==> src/inc/pplm_pkg.sv <==
package pplm_pkg;
   // timing
   localparam int          CLK_MHZ       = 125;
   localparam int          REF_MHZ       = 25;
   localparam int          REF_DIV       = CLK_MHZ / REF_MHZ;
   localparam int          REF_HIGH      = REF_DIV / 2;
   localparam int          ENH_WIN_NS    = 10000;
   localparam int          ENH_WIN_CYC   = ENH_WIN_NS * CLK_MHZ / 1000;
   localparam int          ENH_ERR_LIMIT = 32;
   localparam int          TX_STEP_NS    = 10;
   localparam int          POLL_US       = 100;
   localparam int          POLL_CYC      = POLL_US * CLK_MHZ;
   localparam int          TX_PIPE       = 5;
   // topology strap codes and port descriptor codes
   localparam logic [1:0]  MODE_2PORT    = 2'h0;
   localparam logic [1:0]  MODE_DOWN     = 2'h2;
   localparam logic [1:0]  MODE_UP       = 2'h3;
   localparam logic [1:0]  PCFG_NONE     = 2'h1;
   localparam logic [1:0]  PCFG_USED     = 2'h3;
   // register indices, byte address is four times the index
   localparam logic [13:0] IDX_PORT_DESC = 14'h007;
   localparam logic [13:0] IDX_ESC_CFG   = 14'h141;
   localparam logic [13:0] IDX_ASIC_CFG  = 14'h142;
   localparam logic [13:0] IDX_MI_CS     = 14'h510;
   localparam logic [13:0] IDX_LINK_STAT = 14'h520;
   localparam logic [13:0] IDX_LINK_POL  = 14'h521;
   // field positions
   localparam int          ESC_ENH_ALL   = 1;
   localparam int          ESC_ENH_P0    = 4;
   localparam int          ASIC_REG9_WE  = 7;
   localparam int          MI_CS_LINKDET = 2;
   localparam int          PD_P2_LSB     = 4;
   // phy register numbers and fields
   localparam logic [4:0]  PREG_CTRL     = 5'h00;
   localparam logic [4:0]  PREG_STAT     = 5'h01;
   localparam logic [4:0]  PREG_ADV      = 5'h04;
   localparam logic [4:0]  PREG_LPA      = 5'h05;
   localparam logic [4:0]  PREG_GIG      = 5'h09;
   localparam int          CTRL_AN_EN    = 12;
   localparam int          STAT_LINK     = 2;
   localparam int          STAT_AN_DONE  = 5;
   localparam int          ABIL_100FD    = 8;
   localparam logic [15:0] ADV_MASK      = 16'h01e0;
   localparam logic [15:0] GIG_MASK      = 16'h0300;
   localparam logic [15:0] ADV_WRITE     = 16'h0101;
   localparam logic [15:0] GIG_WRITE     = 16'h0000;
   localparam logic [15:0] CTRL_WRITE    = 16'h3300;

   typedef struct packed {
      logic       en;
      logic [3:0] d;
   } pplm_tx_s;

   typedef struct packed {
      logic        wr;
      logic [4:0]  phy;
      logic [4:0]  regad;
      logic [15:0] wdata;
   } pplm_mi_s;

   typedef enum logic [3:0] {
      ST_WAIT    = 4'h0,
      ST_RD_CTRL = 4'h1,
      ST_RD_ADV  = 4'h2,
      ST_RD_GIG  = 4'h3,
      ST_RD_STAT = 4'h4,
      ST_RD_LPA  = 4'h5,
      ST_WR_ADV  = 4'h6,
      ST_WR_GIG  = 4'h7,
      ST_WR_CTRL = 4'h8,
      ST_NEXT    = 4'h9
   } pplm_st_e;
endpackage : pplm_pkg

==> src/rtl/pplm_top.sv <==
`timescale 1ns/1ps
module pplm_top #(
   parameter int POLL_CYCLES = pplm_pkg::POLL_CYC
) (
   // clock and reset
   input  wire logic               pclk,
   input  wire logic               presetn,
   // apb slave
   input  wire logic               psel,
   input  wire logic               penable,
   input  wire logic               pwrite,
   input  wire logic [15:0]        paddr,
   input  wire logic [31:0]        pwdata,
   output logic      [31:0]        prdata,
   output logic                    pready,
   output logic                    pslverr,
   // straps and eeprom load results
   input  wire logic [1:0]         chip_mode_strap,
   input  wire logic [1:0]         tx_shift_strap,
   input  wire logic [2:0]         port_fiber,
   input  wire logic               ee_load_done,
   input  wire logic               ee_load_ok,
   input  wire logic [15:0]        ee_word0,
   input  wire logic [15:0]        ee_word5,
   // internal phys
   input  wire logic               phya_link,
   input  wire logic               phyb_link,
   input  wire logic               phya_rxer,
   input  wire logic               phyb_rxer,
   output pplm_pkg::pplm_tx_s      phya_tx,
   output pplm_pkg::pplm_tx_s      phyb_tx,
   output logic                    phya_reset,
   output logic                    phyb_reset,
   // core side ports
   input  pplm_pkg::pplm_tx_s      core_tx0,
   input  pplm_pkg::pplm_tx_s      core_tx1,
   input  pplm_pkg::pplm_tx_s      core_tx2,
   output logic      [2:0]         port_link,
   // external mii pins
   input  wire logic               mii_rx_clk,
   input  wire logic               mii_receive_error_pin,
   input  wire logic               mii_link_pin,
   output pplm_pkg::pplm_tx_s      mii_tx,
   output logic                    mii_tx_err,
   output logic                    phy_ref_clock_out,
   // management engine request and answer
   output logic                    mi_req_valid,
   output pplm_pkg::pplm_mi_s      mi_req,
   input  wire logic               mi_ack,
   input  wire logic [15:0]        mi_rdata
);
   import pplm_pkg::*;

   logic [2:0]  rclk_sy_r, rerr_sy_r, lnk_sy_r;
   logic        rclk_lv_r, rerr_lv_r, lnk_lv_r;
   logic [7:0]  esc_cfg_r, asic_cfg_r;
   logic        mi_en_r, first_load_r, link_pol_r;
   logic [2:0]  ref_cnt_r;
   pplm_tx_s    pipe_r [TX_PIPE];
   logic [10:0] win_cnt_r;
   logic        win_end;
   logic [2:0]  err_ev, enh_en, drop_r, restart_r, restart_clr;
   logic [2:0]  mi_ok_r, phy_sig;
   logic        phya_err_d_r, phyb_err_d_r, mii_err_ev;
   logic        upstream, downstream, p2_on;
   pplm_st_e    st_r;
   logic [1:0]  port_r;
   logic        busy_r, bad_r;
   logic [15:0] poll_cnt_r;
   logic [31:0] rd_nxt;
   logic [13:0] idx;

   assign upstream   = chip_mode_strap == MODE_UP;
   assign downstream = chip_mode_strap == MODE_DOWN;
   assign p2_on      = chip_mode_strap != MODE_2PORT;
   assign idx        = paddr[15:2];

   // three-stage samplers for the pins that live off our clock
   always_ff @(posedge pclk or negedge presetn) begin
      if (!presetn) begin
         rclk_sy_r <= 3'h0;
         rerr_sy_r <= 3'h0;
         lnk_sy_r  <= 3'h0;
      end else begin
         rclk_sy_r <= {rclk_sy_r[1:0], mii_rx_clk};
         rerr_sy_r <= {rerr_sy_r[1:0], mii_receive_error_pin};
         lnk_sy_r  <= {lnk_sy_r[1:0], mii_link_pin};
      end
   end

   // a level counts only once stages two and three agree
   always_ff @(posedge pclk or negedge presetn) begin
      if (!presetn) begin
         rclk_lv_r <= 1'b0;
         rerr_lv_r <= 1'b0;
         lnk_lv_r  <= 1'b0;
      end else begin
         if (rclk_sy_r[1] == rclk_sy_r[2]) rclk_lv_r <= rclk_sy_r[2];
         if (rerr_sy_r[1] == rerr_sy_r[2]) rerr_lv_r <= rerr_sy_r[2];
         if (lnk_sy_r[1] == lnk_sy_r[2])   lnk_lv_r  <= lnk_sy_r[2];
      end
   end

   // receive error is taken at the partner's receive clock rising edge
   assign mii_err_ev = rclk_sy_r[2] && rclk_sy_r[1] && !rclk_lv_r
                       && rerr_lv_r;

   // eeprom capture; the polling enable is latched from the eeprom once per reset only
   always_ff @(posedge pclk or negedge presetn) begin
      if (!presetn) begin
         esc_cfg_r    <= 8'h00;
         asic_cfg_r   <= 8'h00;
         mi_en_r      <= 1'b0;
         first_load_r <= 1'b0;
         link_pol_r   <= 1'b0;
      end else begin
         if (ee_load_done && ee_load_ok) begin
            esc_cfg_r  <= ee_word0[15:8];
            asic_cfg_r <= ee_word5[7:0];
         end
         if (ee_load_done && !first_load_r) begin
            first_load_r <= 1'b1;
            mi_en_r      <= ee_load_ok && ee_word5[15];
         end else if (psel && penable && pwrite && idx == IDX_MI_CS) begin
            mi_en_r <= pwdata[MI_CS_LINKDET];
         end
         if (psel && penable && pwrite && idx == IDX_LINK_POL) begin
            link_pol_r <= pwdata[0];
         end
      end
   end

   // apb read mux; unmapped addresses answer with an error
   always_comb begin
      rd_nxt = 32'h0;
      unique case (idx)
         IDX_PORT_DESC: begin
            rd_nxt[1:0] = PCFG_USED;
            rd_nxt[3:2] = PCFG_USED;
            rd_nxt[PD_P2_LSB +: 2] = p2_on ? PCFG_USED : PCFG_NONE;
         end
         IDX_ESC_CFG:   rd_nxt[7:0] = esc_cfg_r;
         IDX_ASIC_CFG:  rd_nxt[7:0] = asic_cfg_r;
         IDX_MI_CS:     rd_nxt[MI_CS_LINKDET] = mi_en_r;
         IDX_LINK_STAT: rd_nxt[11:0] = {drop_r, restart_r, mi_ok_r,
                                        port_link};
         IDX_LINK_POL:  rd_nxt[0] = link_pol_r;
         default:       rd_nxt = 32'h0;
      endcase
   end

   // zero-wait slave: answer in the access cycle itself
   always_ff @(posedge pclk or negedge presetn) begin
      if (!presetn) begin
         prdata  <= 32'h0;
         pready  <= 1'b0;
         pslverr <= 1'b0;
      end else begin
         pready  <= psel && !penable;
         pslverr <= psel && !penable && !(idx inside {IDX_PORT_DESC,
                    IDX_ESC_CFG, IDX_ASIC_CFG, IDX_MI_CS, IDX_LINK_STAT,
                    IDX_LINK_POL});
         if (psel && !penable && !pwrite) prdata <= rd_nxt;
      end
   end

   // 25 MHz reference from the 125 MHz clock, two of five cycles high
   always_ff @(posedge pclk or negedge presetn) begin
      if (!presetn) begin
         ref_cnt_r         <= 3'h0;
         phy_ref_clock_out <= 1'b0;
      end else begin
         ref_cnt_r <= (ref_cnt_r == 3'(REF_DIV - 1)) ? 3'h0
                      : ref_cnt_r + 3'h1;
         phy_ref_clock_out <= ref_cnt_r < 3'(REF_HIGH);
      end
   end

   // transmit routing; the phy transmit clock is never looked at
   always_ff @(posedge pclk or negedge presetn) begin
      if (!presetn) begin
         phya_tx    <= '0;
         phyb_tx    <= '0;
         mii_tx_err <= 1'b0;
         for (int i = 0; i < TX_PIPE; i++) pipe_r[i] <= '0;
      end else begin
         phya_tx <= upstream ? core_tx2 : core_tx0;
         phyb_tx <= core_tx1;
         mii_tx_err <= 1'b0;
         pipe_r[0] <= upstream ? core_tx0 : downstream ? core_tx2 : '0;
         for (int i = 1; i < TX_PIPE; i++) pipe_r[i] <= pipe_r[i-1];
      end
   end

   // shift of n steps costs ceil(n*10ns/8ns) extra cycles
   function automatic int tap_of(input logic [1:0] s);
      return (int'(s) * TX_STEP_NS * CLK_MHZ + 999) / 1000;
   endfunction : tap_of

   always_ff @(posedge pclk or negedge presetn) begin
      if (!presetn) mii_tx <= '0;
      else          mii_tx <= pipe_r[tap_of(tx_shift_strap)];
   end

   // common error-count window, about 10 us
   always_ff @(posedge pclk or negedge presetn) begin
      if (!presetn) win_cnt_r <= 11'h0;
      else          win_cnt_r <= win_end ? 11'h0 : win_cnt_r + 11'h1;
   end
   assign win_end = win_cnt_r == 11'(ENH_WIN_CYC - 1);

   // internal phy error pulses are on our clock, edge-detected here
   always_ff @(posedge pclk or negedge presetn) begin
      if (!presetn) begin
         phya_err_d_r <= 1'b0;
         phyb_err_d_r <= 1'b0;
      end else begin
         phya_err_d_r <= phya_rxer;
         phyb_err_d_r <= phyb_rxer;
      end
   end

   assign err_ev[0] = upstream ? mii_err_ev : (phya_rxer && !phya_err_d_r);
   assign err_ev[1] = phyb_rxer && !phyb_err_d_r;
   assign err_ev[2] = upstream ? (phya_rxer && !phya_err_d_r)
                      : downstream ? mii_err_ev : 1'b0;
   assign phy_sig[0] = upstream ? (lnk_lv_r ^ link_pol_r) : phya_link;
   assign phy_sig[1] = phyb_link;
   assign phy_sig[2] = upstream ? phya_link
                       : downstream && (lnk_lv_r ^ link_pol_r);

   // per-port enhanced link detection and link combination
   for (genvar p = 0; p < 3; p++) begin : g_port
      logic [5:0] cnt_r;
      logic       hit;
      assign enh_en[p] = esc_cfg_r[ESC_ENH_ALL] || esc_cfg_r[ESC_ENH_P0+p];
      assign hit = enh_en[p] && err_ev[p]
                   && cnt_r == 6'(ENH_ERR_LIMIT - 1);
      always_ff @(posedge pclk or negedge presetn) begin
         if (!presetn) begin
            cnt_r        <= 6'h0;
            drop_r[p]    <= 1'b0;
            restart_r[p] <= 1'b0;
            port_link[p] <= 1'b0;
         end else begin
            if (win_end)                        cnt_r <= 6'h0;
            else if (err_ev[p] && !cnt_r[5])    cnt_r <= cnt_r + 6'h1;
            // drop at the 32nd error, release after a window with fewer than 32 errors
            if (hit)                            drop_r[p] <= 1'b1;
            else if (win_end && !cnt_r[5])      drop_r[p] <= 1'b0;
            // a new hit at the 32nd error beats the clear from the poller
            if (hit)                            restart_r[p] <= 1'b1;
            else if (restart_clr[p])            restart_r[p] <= 1'b0;
            port_link[p] <= phy_sig[p] && (mi_ok_r[p] || !mi_en_r)
                            && !drop_r[p] && (p != 2 || p2_on);
         end
      end
   end

   // poller: each enabled port in turn, restarts served first
   always_ff @(posedge pclk or negedge presetn) begin
      if (!presetn) begin
         st_r         <= ST_WAIT;
         port_r       <= 2'h0;
         busy_r       <= 1'b0;
         bad_r        <= 1'b0;
         poll_cnt_r   <= 16'h0;
         mi_ok_r      <= 3'h0;
         mi_req_valid <= 1'b0;
         mi_req       <= '0;
         restart_clr  <= 3'h0;
         phya_reset   <= 1'b0;
         phyb_reset   <= 1'b0;
      end else begin
         restart_clr <= 3'h0;
         phya_reset  <= 1'b0;
         phyb_reset  <= 1'b0;
         unique case (st_r)
            ST_WAIT: begin
               poll_cnt_r <= poll_cnt_r + 16'h1;
               if (poll_cnt_r == 16'(POLL_CYCLES - 1)) begin
                  poll_cnt_r <= 16'h0;
                  port_r     <= 2'h0;
                  st_r       <= ST_RD_CTRL;
               end
            end
            ST_NEXT: begin
               if (port_r == 2'h2 || (port_r == 2'h1 && !p2_on)) begin
                  st_r <= ST_WAIT;
               end else begin
                  port_r <= port_r + 2'h1;
                  st_r   <= ST_RD_CTRL;
               end
            end
            default: begin
               if (!busy_r) begin
                  // skip ports with nothing to do; fiber has no autoneg
                  if (st_r == ST_RD_CTRL && restart_r[port_r]) begin
                     st_r <= ST_WR_ADV;
                  end else if (st_r == ST_RD_CTRL
                               && (!mi_en_r || port_fiber[port_r])) begin
                     st_r <= ST_NEXT;
                  end else if (st_r == ST_WR_GIG
                               && !asic_cfg_r[ASIC_REG9_WE]) begin
                     st_r <= ST_WR_CTRL;
                  end else begin
                     busy_r          <= 1'b1;
                     mi_req_valid    <= 1'b1;
                     mi_req.phy      <= {3'h0, port_r};
                     mi_req.wr       <= st_r inside {ST_WR_ADV, ST_WR_GIG,
                                                     ST_WR_CTRL};
                     mi_req.regad    <= st_r == ST_RD_CTRL ? PREG_CTRL
                                      : st_r == ST_RD_ADV  ? PREG_ADV
                                      : st_r == ST_RD_GIG  ? PREG_GIG
                                      : st_r == ST_RD_STAT ? PREG_STAT
                                      : st_r == ST_RD_LPA  ? PREG_LPA
                                      : st_r == ST_WR_ADV  ? PREG_ADV
                                      : st_r == ST_WR_GIG  ? PREG_GIG
                                      : PREG_CTRL;
                     mi_req.wdata    <= st_r == ST_WR_ADV ? ADV_WRITE
                                      : st_r == ST_WR_GIG ? GIG_WRITE
                                      : CTRL_WRITE;
                     if (st_r == ST_RD_CTRL) bad_r <= 1'b0;
                  end
               end else if (mi_ack) begin
                  busy_r       <= 1'b0;
                  mi_req_valid <= 1'b0;
                  unique case (st_r)
                     ST_RD_CTRL: begin
                        if (!mi_rdata[CTRL_AN_EN]) bad_r <= 1'b1;
                        st_r <= ST_RD_ADV;
                     end
                     ST_RD_ADV: begin
                        if ((mi_rdata & ADV_MASK) != 16'(1 << ABIL_100FD))
                           bad_r <= 1'b1;
                        st_r <= ST_RD_GIG;
                     end
                     ST_RD_GIG: begin
                        if ((mi_rdata & GIG_MASK) != 16'h0)
                           bad_r <= 1'b1;
                        // this read's own verdict is not in bad_r yet
                        st_r <= (bad_r || (mi_rdata & GIG_MASK) != 16'h0)
                                ? ST_WR_ADV : ST_RD_STAT;
                     end
                     ST_RD_STAT: begin
                        mi_ok_r[port_r] <= 1'b0;
                        // no link or autoneg still running: look again later
                        st_r <= (mi_rdata[STAT_LINK] && mi_rdata[STAT_AN_DONE])
                                ? ST_RD_LPA : ST_NEXT;
                     end
                     ST_RD_LPA: begin
                        mi_ok_r[port_r] <= mi_rdata[ABIL_100FD];
                        st_r <= mi_rdata[ABIL_100FD] ? ST_NEXT
                                : ST_WR_ADV;
                     end
                     ST_WR_ADV: st_r <= ST_WR_GIG;
                     ST_WR_GIG: st_r <= ST_WR_CTRL;
                     ST_WR_CTRL: begin
                        mi_ok_r[port_r]     <= 1'b0;
                        restart_clr[port_r] <= 1'b1;
                        if (port_fiber[port_r]) begin
                           phyb_reset <= port_r == 2'h1;
                           phya_reset <= (port_r == 2'h0 && !upstream)
                                         || (port_r == 2'h2 && upstream);
                        end
                        st_r <= ST_NEXT;
                     end
                     default: st_r <= ST_NEXT;
                  endcase
               end
            end
         endcase
      end
   end
endmodule : pplm_top

==> config.mk <==
export PLATFORM = sky130hd
export DESIGN_NAME = pplm_top
export DESIGN_NICKNAME = d
export VERILOG_FILES = /design/src/inc/pplm_pkg.sv /design/src/rtl/pplm_top.sv
export SDC_FILE = /design/constraint.sdc
export NUM_CORES = 1
export LEC_CHECK = 0
export BUFFER_PORTS_ARGS = -buffer_cell sky130_fd_sc_hd__buf_2
export CAP_MARGIN = 20
export CORE_ASPECT_RATIO = 0.6
export CORE_MARGIN = 10
export CORE_UTILIZATION = 55
export CTS_BUF_LIST = sky130_fd_sc_hd__clkbuf_8
export CTS_CLUSTER_DIAMETER = 30
export DETAILED_ROUTE_END_ITERATION = 16
export GPL_ROUTABILITY_DRIVEN = 0
export PLACE_DENSITY = 0.83
export SLEW_MARGIN = 10
export SYNTH_ARGS = -nofsm -noshare
export SYNTH_HDL_FRONTEND = slang
export SYNTH_SLANG_ARGS = --single-unit
==> constraint.sdc <==
create_clock -name pclk -period 5.9 [get_ports pclk]
set_input_delay 0.295 -clock pclk [delete_from_list [all_inputs] [get_ports pclk]]
set_output_delay 0.295 -clock pclk [all_outputs]
set_load 0.005 [all_outputs]
After elaboration in Yosys (flattened, before gate mapping)
Cells that the tools add are included.
- memories kept: 0
- input port bits: 133
- memory bits (read-only): 0
- memory bits (writable): 0
- word-level logic and storage cells: 330
- flip-flop bits (word level): 186
- bits in latches: 0
- output and inout bits: 84
- divide/modulo/power cells: 1
- equal/unequal tests: 39
- magnitude comparators: 4
- $add $sub $neg: 8
- multipliers: 2
- shift operators: 0
- multiplexer cells: 107
- bitwise operators: 9
- reductions and logical operators: 99
- operators by type and width (kind ; count):
    $mux 4 ; 16
    $mux 1 ; 52
    $logic_and 1x1->1 ; 43
    $eq 14x11->1 const B ; 3
    $mux 6 ; 6
    $div 32x11->32 const B ; 1
    $ge 32x4->1 const B ; 1
    $not 32->32 ; 1
    $eq 14x9->1 const B ; 2
    $mux 14 ; 2
    $pmux 4 s7 ; 1
    $reduce_bool 2->1 ; 14
    $mux 5 ; 5
    $add 6x1->6 const B ; 3
    $eq 6x5->1 const B ; 3
    $logic_not 1->1 ; 17
    $add 16x1->16 const B ; 1
    $eq 16x14->1 const B ; 1
    $eq 4x3->1 const B ; 4
    $mux 16 ; 1
    $reduce_bool 16->1 ; 1
    $bmux 5 s3 ; 1
    $mux 3 ; 5
    $add 13x10->14 const B ; 1
    other kinds (49) ; 84

Logic depth before layout (Yosys ltp)
Gate-level depths: netlist (run 1).
- word-level depth: 9
- depth in mapped cells: 8
- gate-level depth less buffers: 7

Worst setup path after synthesis (run 1)
Ideal clock, no wire load.
- path type: reg-to-reg
- start: reg poll_cnt_r[10]
- end: reg st_r[0]
- arrival time: 1.975 ns
- path buffers: 0
- stages on the path, launching flop included: 6
- slack: 3.798 ns
- setup time: 0.128 ns
- cell sequence: dfrtp_1 -> or4_4 -> nor4_4 -> o32ai_2 -> a21oi_4 -> mux2_1
- word-level cells in the longest chain between the ends: 3
- ends and longest elaborated chain (element ; RTL line ; text):
    start: declaration ; pplm_top.sv:69 ; logic [15:0] poll_cnt_r;
    start signal: assignment ; pplm_top.sv:280 ; poll_cnt_r <= poll_cnt_r + 16'h1;
    $eq 16x14->1 ; pplm_top.sv:281 ; if (poll_cnt_r == 16'(POLL_CYCLES - 1)) begin
    $ne 2x2->1 (no line) ; - ;
    $reduce_and 3->1 (no line) ; - ;
    end signal: assignment ; pplm_top.sv:342 ; st_r <= (bad_r || (mi_rdata & GIG_MASK) != 16'h0)
    end signal: assignment ; pplm_top.sv:348 ; st_r <= (mi_rdata[STAT_LINK] && mi_rdata[STAT_AN_DONE])
    end signal: assignment ; pplm_top.sv:353 ; st_r <= mi_rdata[ABIL_100FD] ? ST_NEXT
    end: declaration ; pplm_top.sv:66 ; pplm_st_e st_r;
No other way between the ends.
A chain may end at the register's enable or synchronous reset.

Final worst setup path (run 1)
Same ends and word-level chain as after synthesis.

==> summary.md, run 1 <==
| Metric | Value |
|---|---|
| Run status | completed |
| Routed WL | ~19000 um |
| Slowest stage cell, crit path | nor4_4 |
| Resized cells post-CTS | 0 |
| FMAX | 364 MHz |
| Asr flop ratio synth | 100% |
| Worst Clk Skew | 15.4 ps |
| CP Data Arrival Time | approximately 3100 ps |
| Final std cells w/o fill | about 1100 |
| Crit path largest cell delay | approximately 760 ps |
| Via count | around 5900 |
| CTS tree | built |
| Antenna-violating nets left | 0 |
| IO buf count | 123 |
| Worst Path Max Fanout | 17 |
| DRC viols | 0 |
| Final period utilization | a little under half |
| Layout area overhead | 14.0% |
| Die Width | about 180 um |
| Tmin final | 2750 ps |
| RSZ-0062 raised after global routing | no |
| Worst path cell trace | or4_4 -> nor4_4 -> o32ai_2 -> a21oi_4 -> mux2_1 |
| Post-CTS Repair Setup Buffers | 0 |
| Core ar. | ~0.014 mm2 |
| Clock transition at path regs | 100 ps |
| Max Slew Vio Count | 0 |
| Global-route wire length before repair | slightly above 30000 um |
| Worst-margin pin slew | just over 1000 ps |
| CP top delay family | simple AND/OR/NAND/NOR gates |
| Site Rows | 33 |
| Post-synthesis sequential area ratio | a little over half |
| Proportion of layout cells with a drive suffix above 1 | 24.4% |
| Drt pass-1 iters | 8 |
| Num Clock Sinks | ~170 |
| Rel. slew slack | 31.9% |
| Final hold vios | 0 |
| Seq cells post-synth | approximately 170 |
| Largest net degree at the start of global routing | 99 |
| 1st-iter DRT viols | 740 |
| Setup CP Type | reg2reg |
| Setup crit end kind | register |
| Remaining global-route overflow | 0 |
| Synth Cell Area | approximately 0.0080 mm2 |
| Num CTS Buffers | 17 |
| Nets | 997 |
| Buf/Inv on CP | 0 |
| Worst hold slack | between 60 and 70 ps |
| WL/cell | 17.6 um |
| Leakage power | about 4.2 nW |
| Max cap viols | 0 |
| CTS Hold Bufs | 11 |
| Setup crit start kind | register |
| Via-per-instance ratio | 5.55 |
| VDD IR max | approximately 0.00016 V |
| Top_reg_cell synth | dfrtp_1 |
| Required time of the critical path | ~6200 ps |
| Fill count | about 1100 |
| Die ar. | between 0.015 and 0.02 mm2 |
| Longest Clk Path Bufs | 2 |
| Mean post-synth cell area | roughly 11 um2 |
| Most common cell after layout, fill and taps aside | dfrtp_1 |
| Total power | between 0.003 and 0.004 W |
| Distinct cells, synth | 74 |
| Setup total negative slack | 0 ps |
| Mapped Cells | approximately 720 |
| # setup viols final | 0 |
| YS warnings | 0 |
| EDFF count, synth | 0 |
| Inst Count DP | around 1000 |
| Io pins | 217 |
| DP HPWL | about 14000 um |
| Die height | approximately 110 um |
| Root buf cell | clkbuf_8 |
| Number of global-route vias before repair | 5776 |
| CTS H-tree depth | 4 |
| PD cells | 342 mW/mm2 |
| Fin util | approximately two thirds |
| Worst reg-to-reg setup slack | 3150 ps |
| Most frequent cells in the layout | dfrtp_1 (171), buf_2 (122), nand2_1 (74), o21ai_0 (52), nor2_1 (46) |
| Initial antenna violation count | 1 |
| Hold crit path type | in2reg |
| Skew-Pair Late Insertion Delay | between 400 and 500 ps |
| Initial core utilization | between 50 and 60% |
| Total GRT Usage | 18.4% |
==> per-layer routing <==
layer | global-route usage [%] | wire length [um]
met3 | 4.68 | 1470
met4 | 4.56 | 178
met2 | 27.3 | 8070
met5 | 0 | 0
met1 | 26.3 | 8830
==> synthesized netlist by cell type (8+ instances only) <==
library cell / count / area, um2
buf_2: 9 / 45.0
nand2_1: 74 / 278
mux2_2: 35 / 394
mux2i_1: 23 / 230
xnor2_1: 17 / 149
nor2_1: 46 / 173
xor2_1: 8 / 70.1
nand4_1: 10 / 62.6
clkbuf_1: 16 / 60.1
dfrtp_1: 171 / 4280
buf_4: 39 / 293
nand3_1: 16 / 80.1
ha_1: 14 / 175
a21oi_1: 14 / 70.1
nor3_1: 9 / 45.0
inv_1: 26 / 97.6
o21ai_0: 52 / 260
nor4_1: 10 / 62.6
nand2b_1: 10 / 62.6
and3_1: 9 / 56.3
==> state kept, by name (all words and copies together), names as in the netlist, 4 cells and up <==
signal	count
phyb_tx	5
prdata	12
phya_tx	5
st_r	4
g_port.cnt_r	18
mi_req	9
asic_cfg_r	8
poll_cnt_r	16
win_cnt_r	11
esc_cfg_r	8
mii_tx	5
pipe_r	25
==> where the power goes <==
group	total [W]	switching (W)	leakage, nW	internal, W
combinational	0.000750	0.000411	1.88	0.000339
clock	0.000799	0.000482	0.190	0.000317
sequential	0.00155	0.000211	2.15	0.00134
==> final timing paths <==
path | from | to | cells after the start
max reg2reg | poll_cnt_r[10]$_DFFE_PN0P_ | st_r[0]$_DFFE_PN0P_ | 5
min | ee_load_done | first_load_r$_DFFE_PN0P_ | 2
max | poll_cnt_r[10]$_DFFE_PN0P_ | st_r[0]$_DFFE_PN0P_ | 5
min reg2reg | rerr_sy_r[0]$_DFF_PN0_ | rerr_sy_r[1]$_DFF_PN0_ | 0
max in group asynchronous | presetn | g_port[2].cnt_r[2]$_DFFE_PN0P_ | 3
min in group asynchronous | presetn | rclk_sy_r[0]$_DFF_PN0_ | 2
==> logic make-up (layout without fill, tap and decap cells) <==
family	after synthesis	count (layout)	synth area share, %
mux	60	60	8.26
other cells	1	38	0.0471
xor+xnor	25	25	2.75
buf+inv	91	194	6.27
fa+ha+maj	16	16	2.45
compound gates	126	126	10.5
flops	171	171	53.7
simple gates	234	234	16.0
==> metrics by stage <==
step           setup slack, ps  instance area [um2]
5_1_grt                   3000                 9070
3_5_place_dp              3180                 8570
6_report                  3150                 9070
2_1_floorplan             3800                 8100
3_3_place_gp              3270                 8570
4_1_cts                   3170                 9070
==> final cells by class <==
class	instances	area [um2]	area share, %
flip-flops and latches	171	4280	47.2
clock buffers	17	234	2.58
repair buffers	136	747	8.23
diodes	1	2.50	0.0276
well taps	192	240	2.65
inverters	26	97.6	1.08
clock inverters	15	154	1.70
multi-input cells	498	3320	36.6
Power figures use the tool's default switching activity.
==> run 2, diff against run 1 <==
Settings changed: ABC_AREA from default to 1, CORE_UTILIZATION 55 to 50, PLACE_DENSITY 0.83 to 0.79.
Clock period 5.9 ns to 2.5 ns, I/O delays scaled along.
==> run 2 against run 1 <==
Clock power rose by 140%. Cell count is 31% higher. Power rose by 75%. Routed wire length increased by 14%. Area after synthesis rose by 4.0%. Sequential cell count unchanged. First-iteration DRC count increased by 7.3%. Largest power group unchanged.
==> summary.md, run 2 <==
| Metric | Value |
|---|---|
| Sw Ratio | 28.6% |
| Largest regs | pipe_r (25), g_port.cnt_r (18), poll_cnt_r (16) |
| Most frequent cells in the layout | nand2_1 (226), dfrtp_1 (171), inv_1 (122), buf_2 (122), nor2_1 (87) |
| Initial antenna violation count | 0 |
| Die ar. | roughly 0.022 mm2 |
| Via-per-instance ratio | ~5.0 |
| Top_reg_cell synth | dfrtp_1 |
| M3 GR Usage | ~4.2% |
| WL/cell | roughly 15 um |
| Drt pass-1 iters | 6 |
| Seq cells post-synth | 171 |
| Run status | completed |
| Max FFs per register | 25 |
| Total GRT Usage | about a fifth |
| Flop pwr share | 55.1% |
| Resized cells post-CTS | 0 |
| VDD IR max | 0.000319 V |
| Antenna cells | 0 |
| 1st-iter DRT viols | approximately 790 |
| Worst-margin pin slew | between 500 and 600 ps |
| Longest Clk Path Bufs | 2 |
| Power Internal | between 0.003 and 0.004 W |
| YS warnings | 0 |
| GR Util met2 | between 20 and 30% |
| CTS H-tree depth | 4 |
| Distinct cells, synth | 56 |
| Remaining global-route overflow | 0 |
| Via count | roughly 6800 |
| Post-synthesis sequential area ratio | roughly half |
| Register Area | approximately 0.0043 mm2 |
| Leakage power | about 5.1 nW |
| Antenna-violating nets left | 0 |
| Root buf cell | clkbuf_8 |
| Mean post-synth cell area | around 8.6 um2 |
| CTS tree | built |
| IO buf count | 123 |
| Tmin final | 1930 ps |
| Final std cells w/o fill | approximately 1400 |
| GR Layer Usage met1 | ~28% |
| Worst Path Max Fanout | 8 |
| Clock transition at path regs | 100 ps |
| Synth area leader | dfrtp_1 |
| Routed WL | 21100 um |
| Max Slew Vio Count | 0 |
| Multi-input gate area | about 0.0033 mm2 |
| Setup crit end kind | register |
| Final period utilization | 77.1% |
| Logic gate share of total power | 9.3% |
| Skew-Pair Late Insertion Delay | 460 ps |
| # setup viols final | 0 |
| Required time of the critical path | 2840 ps |
| Count leader, synth | nand2_1 |
| Mapped Cells | roughly 960 |
| Inst Count DP | 1304 |
| Share of Yosys cell area claimed by the top area cell type | between 50 and 60% |
| Largest net degree at the start of global routing | between 60 and 70 |
| Num Clock Sinks | roughly 170 |
| DP HPWL | 15700 um |
| Io pins | around 220 |
| Fill count | ~1400 |
| Proportion of layout cells with a drive suffix above 1 | roughly 18% |
| Nets | 1288 |
| PD cells | about 550 mW/mm2 |
| Final hold vios | 0 |
| DRC viols | 0 |
| RSZ-0062 raised after global routing | no |
| Top reg by flops | pipe_r |
| Number of global-route vias before repair | 6678 |
| Die height | ~120 um |
| Worst Clk Skew | ~21 ps |
| Num CTS Buffers | 17 |
| Rel. slew slack | slightly above 60% |
| Layout area overhead | 19.4% |
| GR peak layer | met2 |
| EDFF count, synth | 0 |
| Clock group share of total power | between 30% and 40% |
| Most common cell after layout, fill and taps aside | nand2_1 |
| Setup crit start kind | register |
| Setup CP Type | reg2reg |
| Core ar. | ~0.016 mm2 |
| Initial core utilization | between 50% and 60% |
| Synth cell count leaders | nand2_1 (226), dfrtp_1 (171), inv_1 (122), nor2_1 (87), o21ai_0 (70) |
| Hold crit path type | in2reg |
| Max cap viols | 0 |
| Site Rows | 36 |
| Asr flop ratio synth | 100% |
| FMAX | 519 MHz |
| CP Data Arrival Time | 2260 ps |
| Net Sw Power | about 0.0016 W |
| Die Width | roughly 190 um |
| Synth Cell Area | ~0.0083 mm2 |
| Setup total negative slack | 0 ps |
| Global-route wire length before repair | approximately 34000 um |
| Synth area leaders | dfrtp_1 (52%), nand2_1 (10%), inv_1 (5.5%) |
==> run 2: repair_timing <==
| action | CTS | global route |
|---|---|---|
| hold buffers | 46 | 0 |
| setup buffers | 0 | 0 |
| endpoints found under the hold margin | 100 | 0 |
==> run 2: power by group through the flow <==
stage / registers, W / logic, W / clock network [W]
final: 0.00300 / 0.000505 / 0.00194
after CTS: 0.00300 / 0.000502 / 0.00198
after floorplan: 0.00303 / 0.000263 / 0
after detailed placement: 0.00305 / 0.000442 / 0
after global placement: 0.00304 / 0.000429 / 0
after global routing: 0.00302 / 0.000578 / 0.00211
==> run 2: final timing paths <==
kind	from	end	slack, ps	cells after the start
min in group asynchronous	presetn	phyb_tx[2]$_DFF_PN0_	200	2
max in group asynchronous	presetn	pipe_r[11]$_DFF_PN0_	1480	3
max	win_cnt_r[1]$_DFF_PN0_	g_port[2].cnt_r[2]$_DFFE_PN0P_	570	10
max reg2reg	win_cnt_r[1]$_DFF_PN0_	g_port[2].cnt_r[2]$_DFFE_PN0P_	570	10
min	core_tx2[0]	pipe_r[20]$_DFF_PN0_	10	3
min reg2reg	rerr_sy_r[0]$_DFF_PN0_	rerr_sy_r[1]$_DFF_PN0_	360	0
==> run 2: cells by family after synthesis <==
kind of cell / Yosys count / synth area share, %
adders and majority gates: 16 / 2.36
muxes: 1 / 0.136
DFF: 171 / 51.6
other: 1 / 0.0453
buffers and inverters: 184 / 10.7
and+or+nand+nor: 428 / 23.0
AOI/OAI and AO/OA: 148 / 10.7
xor gates and xnor gates: 14 / 1.48
==> run 2: area by class of cell <==
class                      instances  area share (%)
sequential                       171            43.3
tap                              228            2.88
timing repair buffer             177            11.8
inverter                         130            4.98
multi-input combinational        644            32.9
clock buffer                      17            2.37
clock inverter                    15            1.77
==> run 2: per-layer routing <==
| metal | share of wire (%) | routed length [um] |
|---|---|---|
| met2 | 44 | 9220 |
| met4 | 1.3 | 276 |
| met1 | 47 | 9900 |
| met5 | 0 | 0 |
| met3 | 8.1 | 1710 |
==> run 2: critical path, cell delays in order, from the launching register on <==
cell,delay (ps)
dfrtp_1,420
inv_1,70
ha_1,140
inv_1,60
nor3_1,160
nand3_1,290
buf_4,290
nand2_1,110
inv_1,90
nor3_1,140
nor3_1,60
==> run 2: metrics by stage <==
stage	instance area [um2]	power [W]	worst slack (ps)	hold WS, ps	util [%]
final	9890	0.00544	572	15.0	60.8
after global routing	9890	0.00570	414	23.8	60.8
after CTS	9890	0.00548	603	3.21	60.8
after detailed placement	9020	0.00349	592	140	55.5
after global placement	9020	0.00347	637	135	55.5
after floorplan	8420	0.00329	999	-171	-
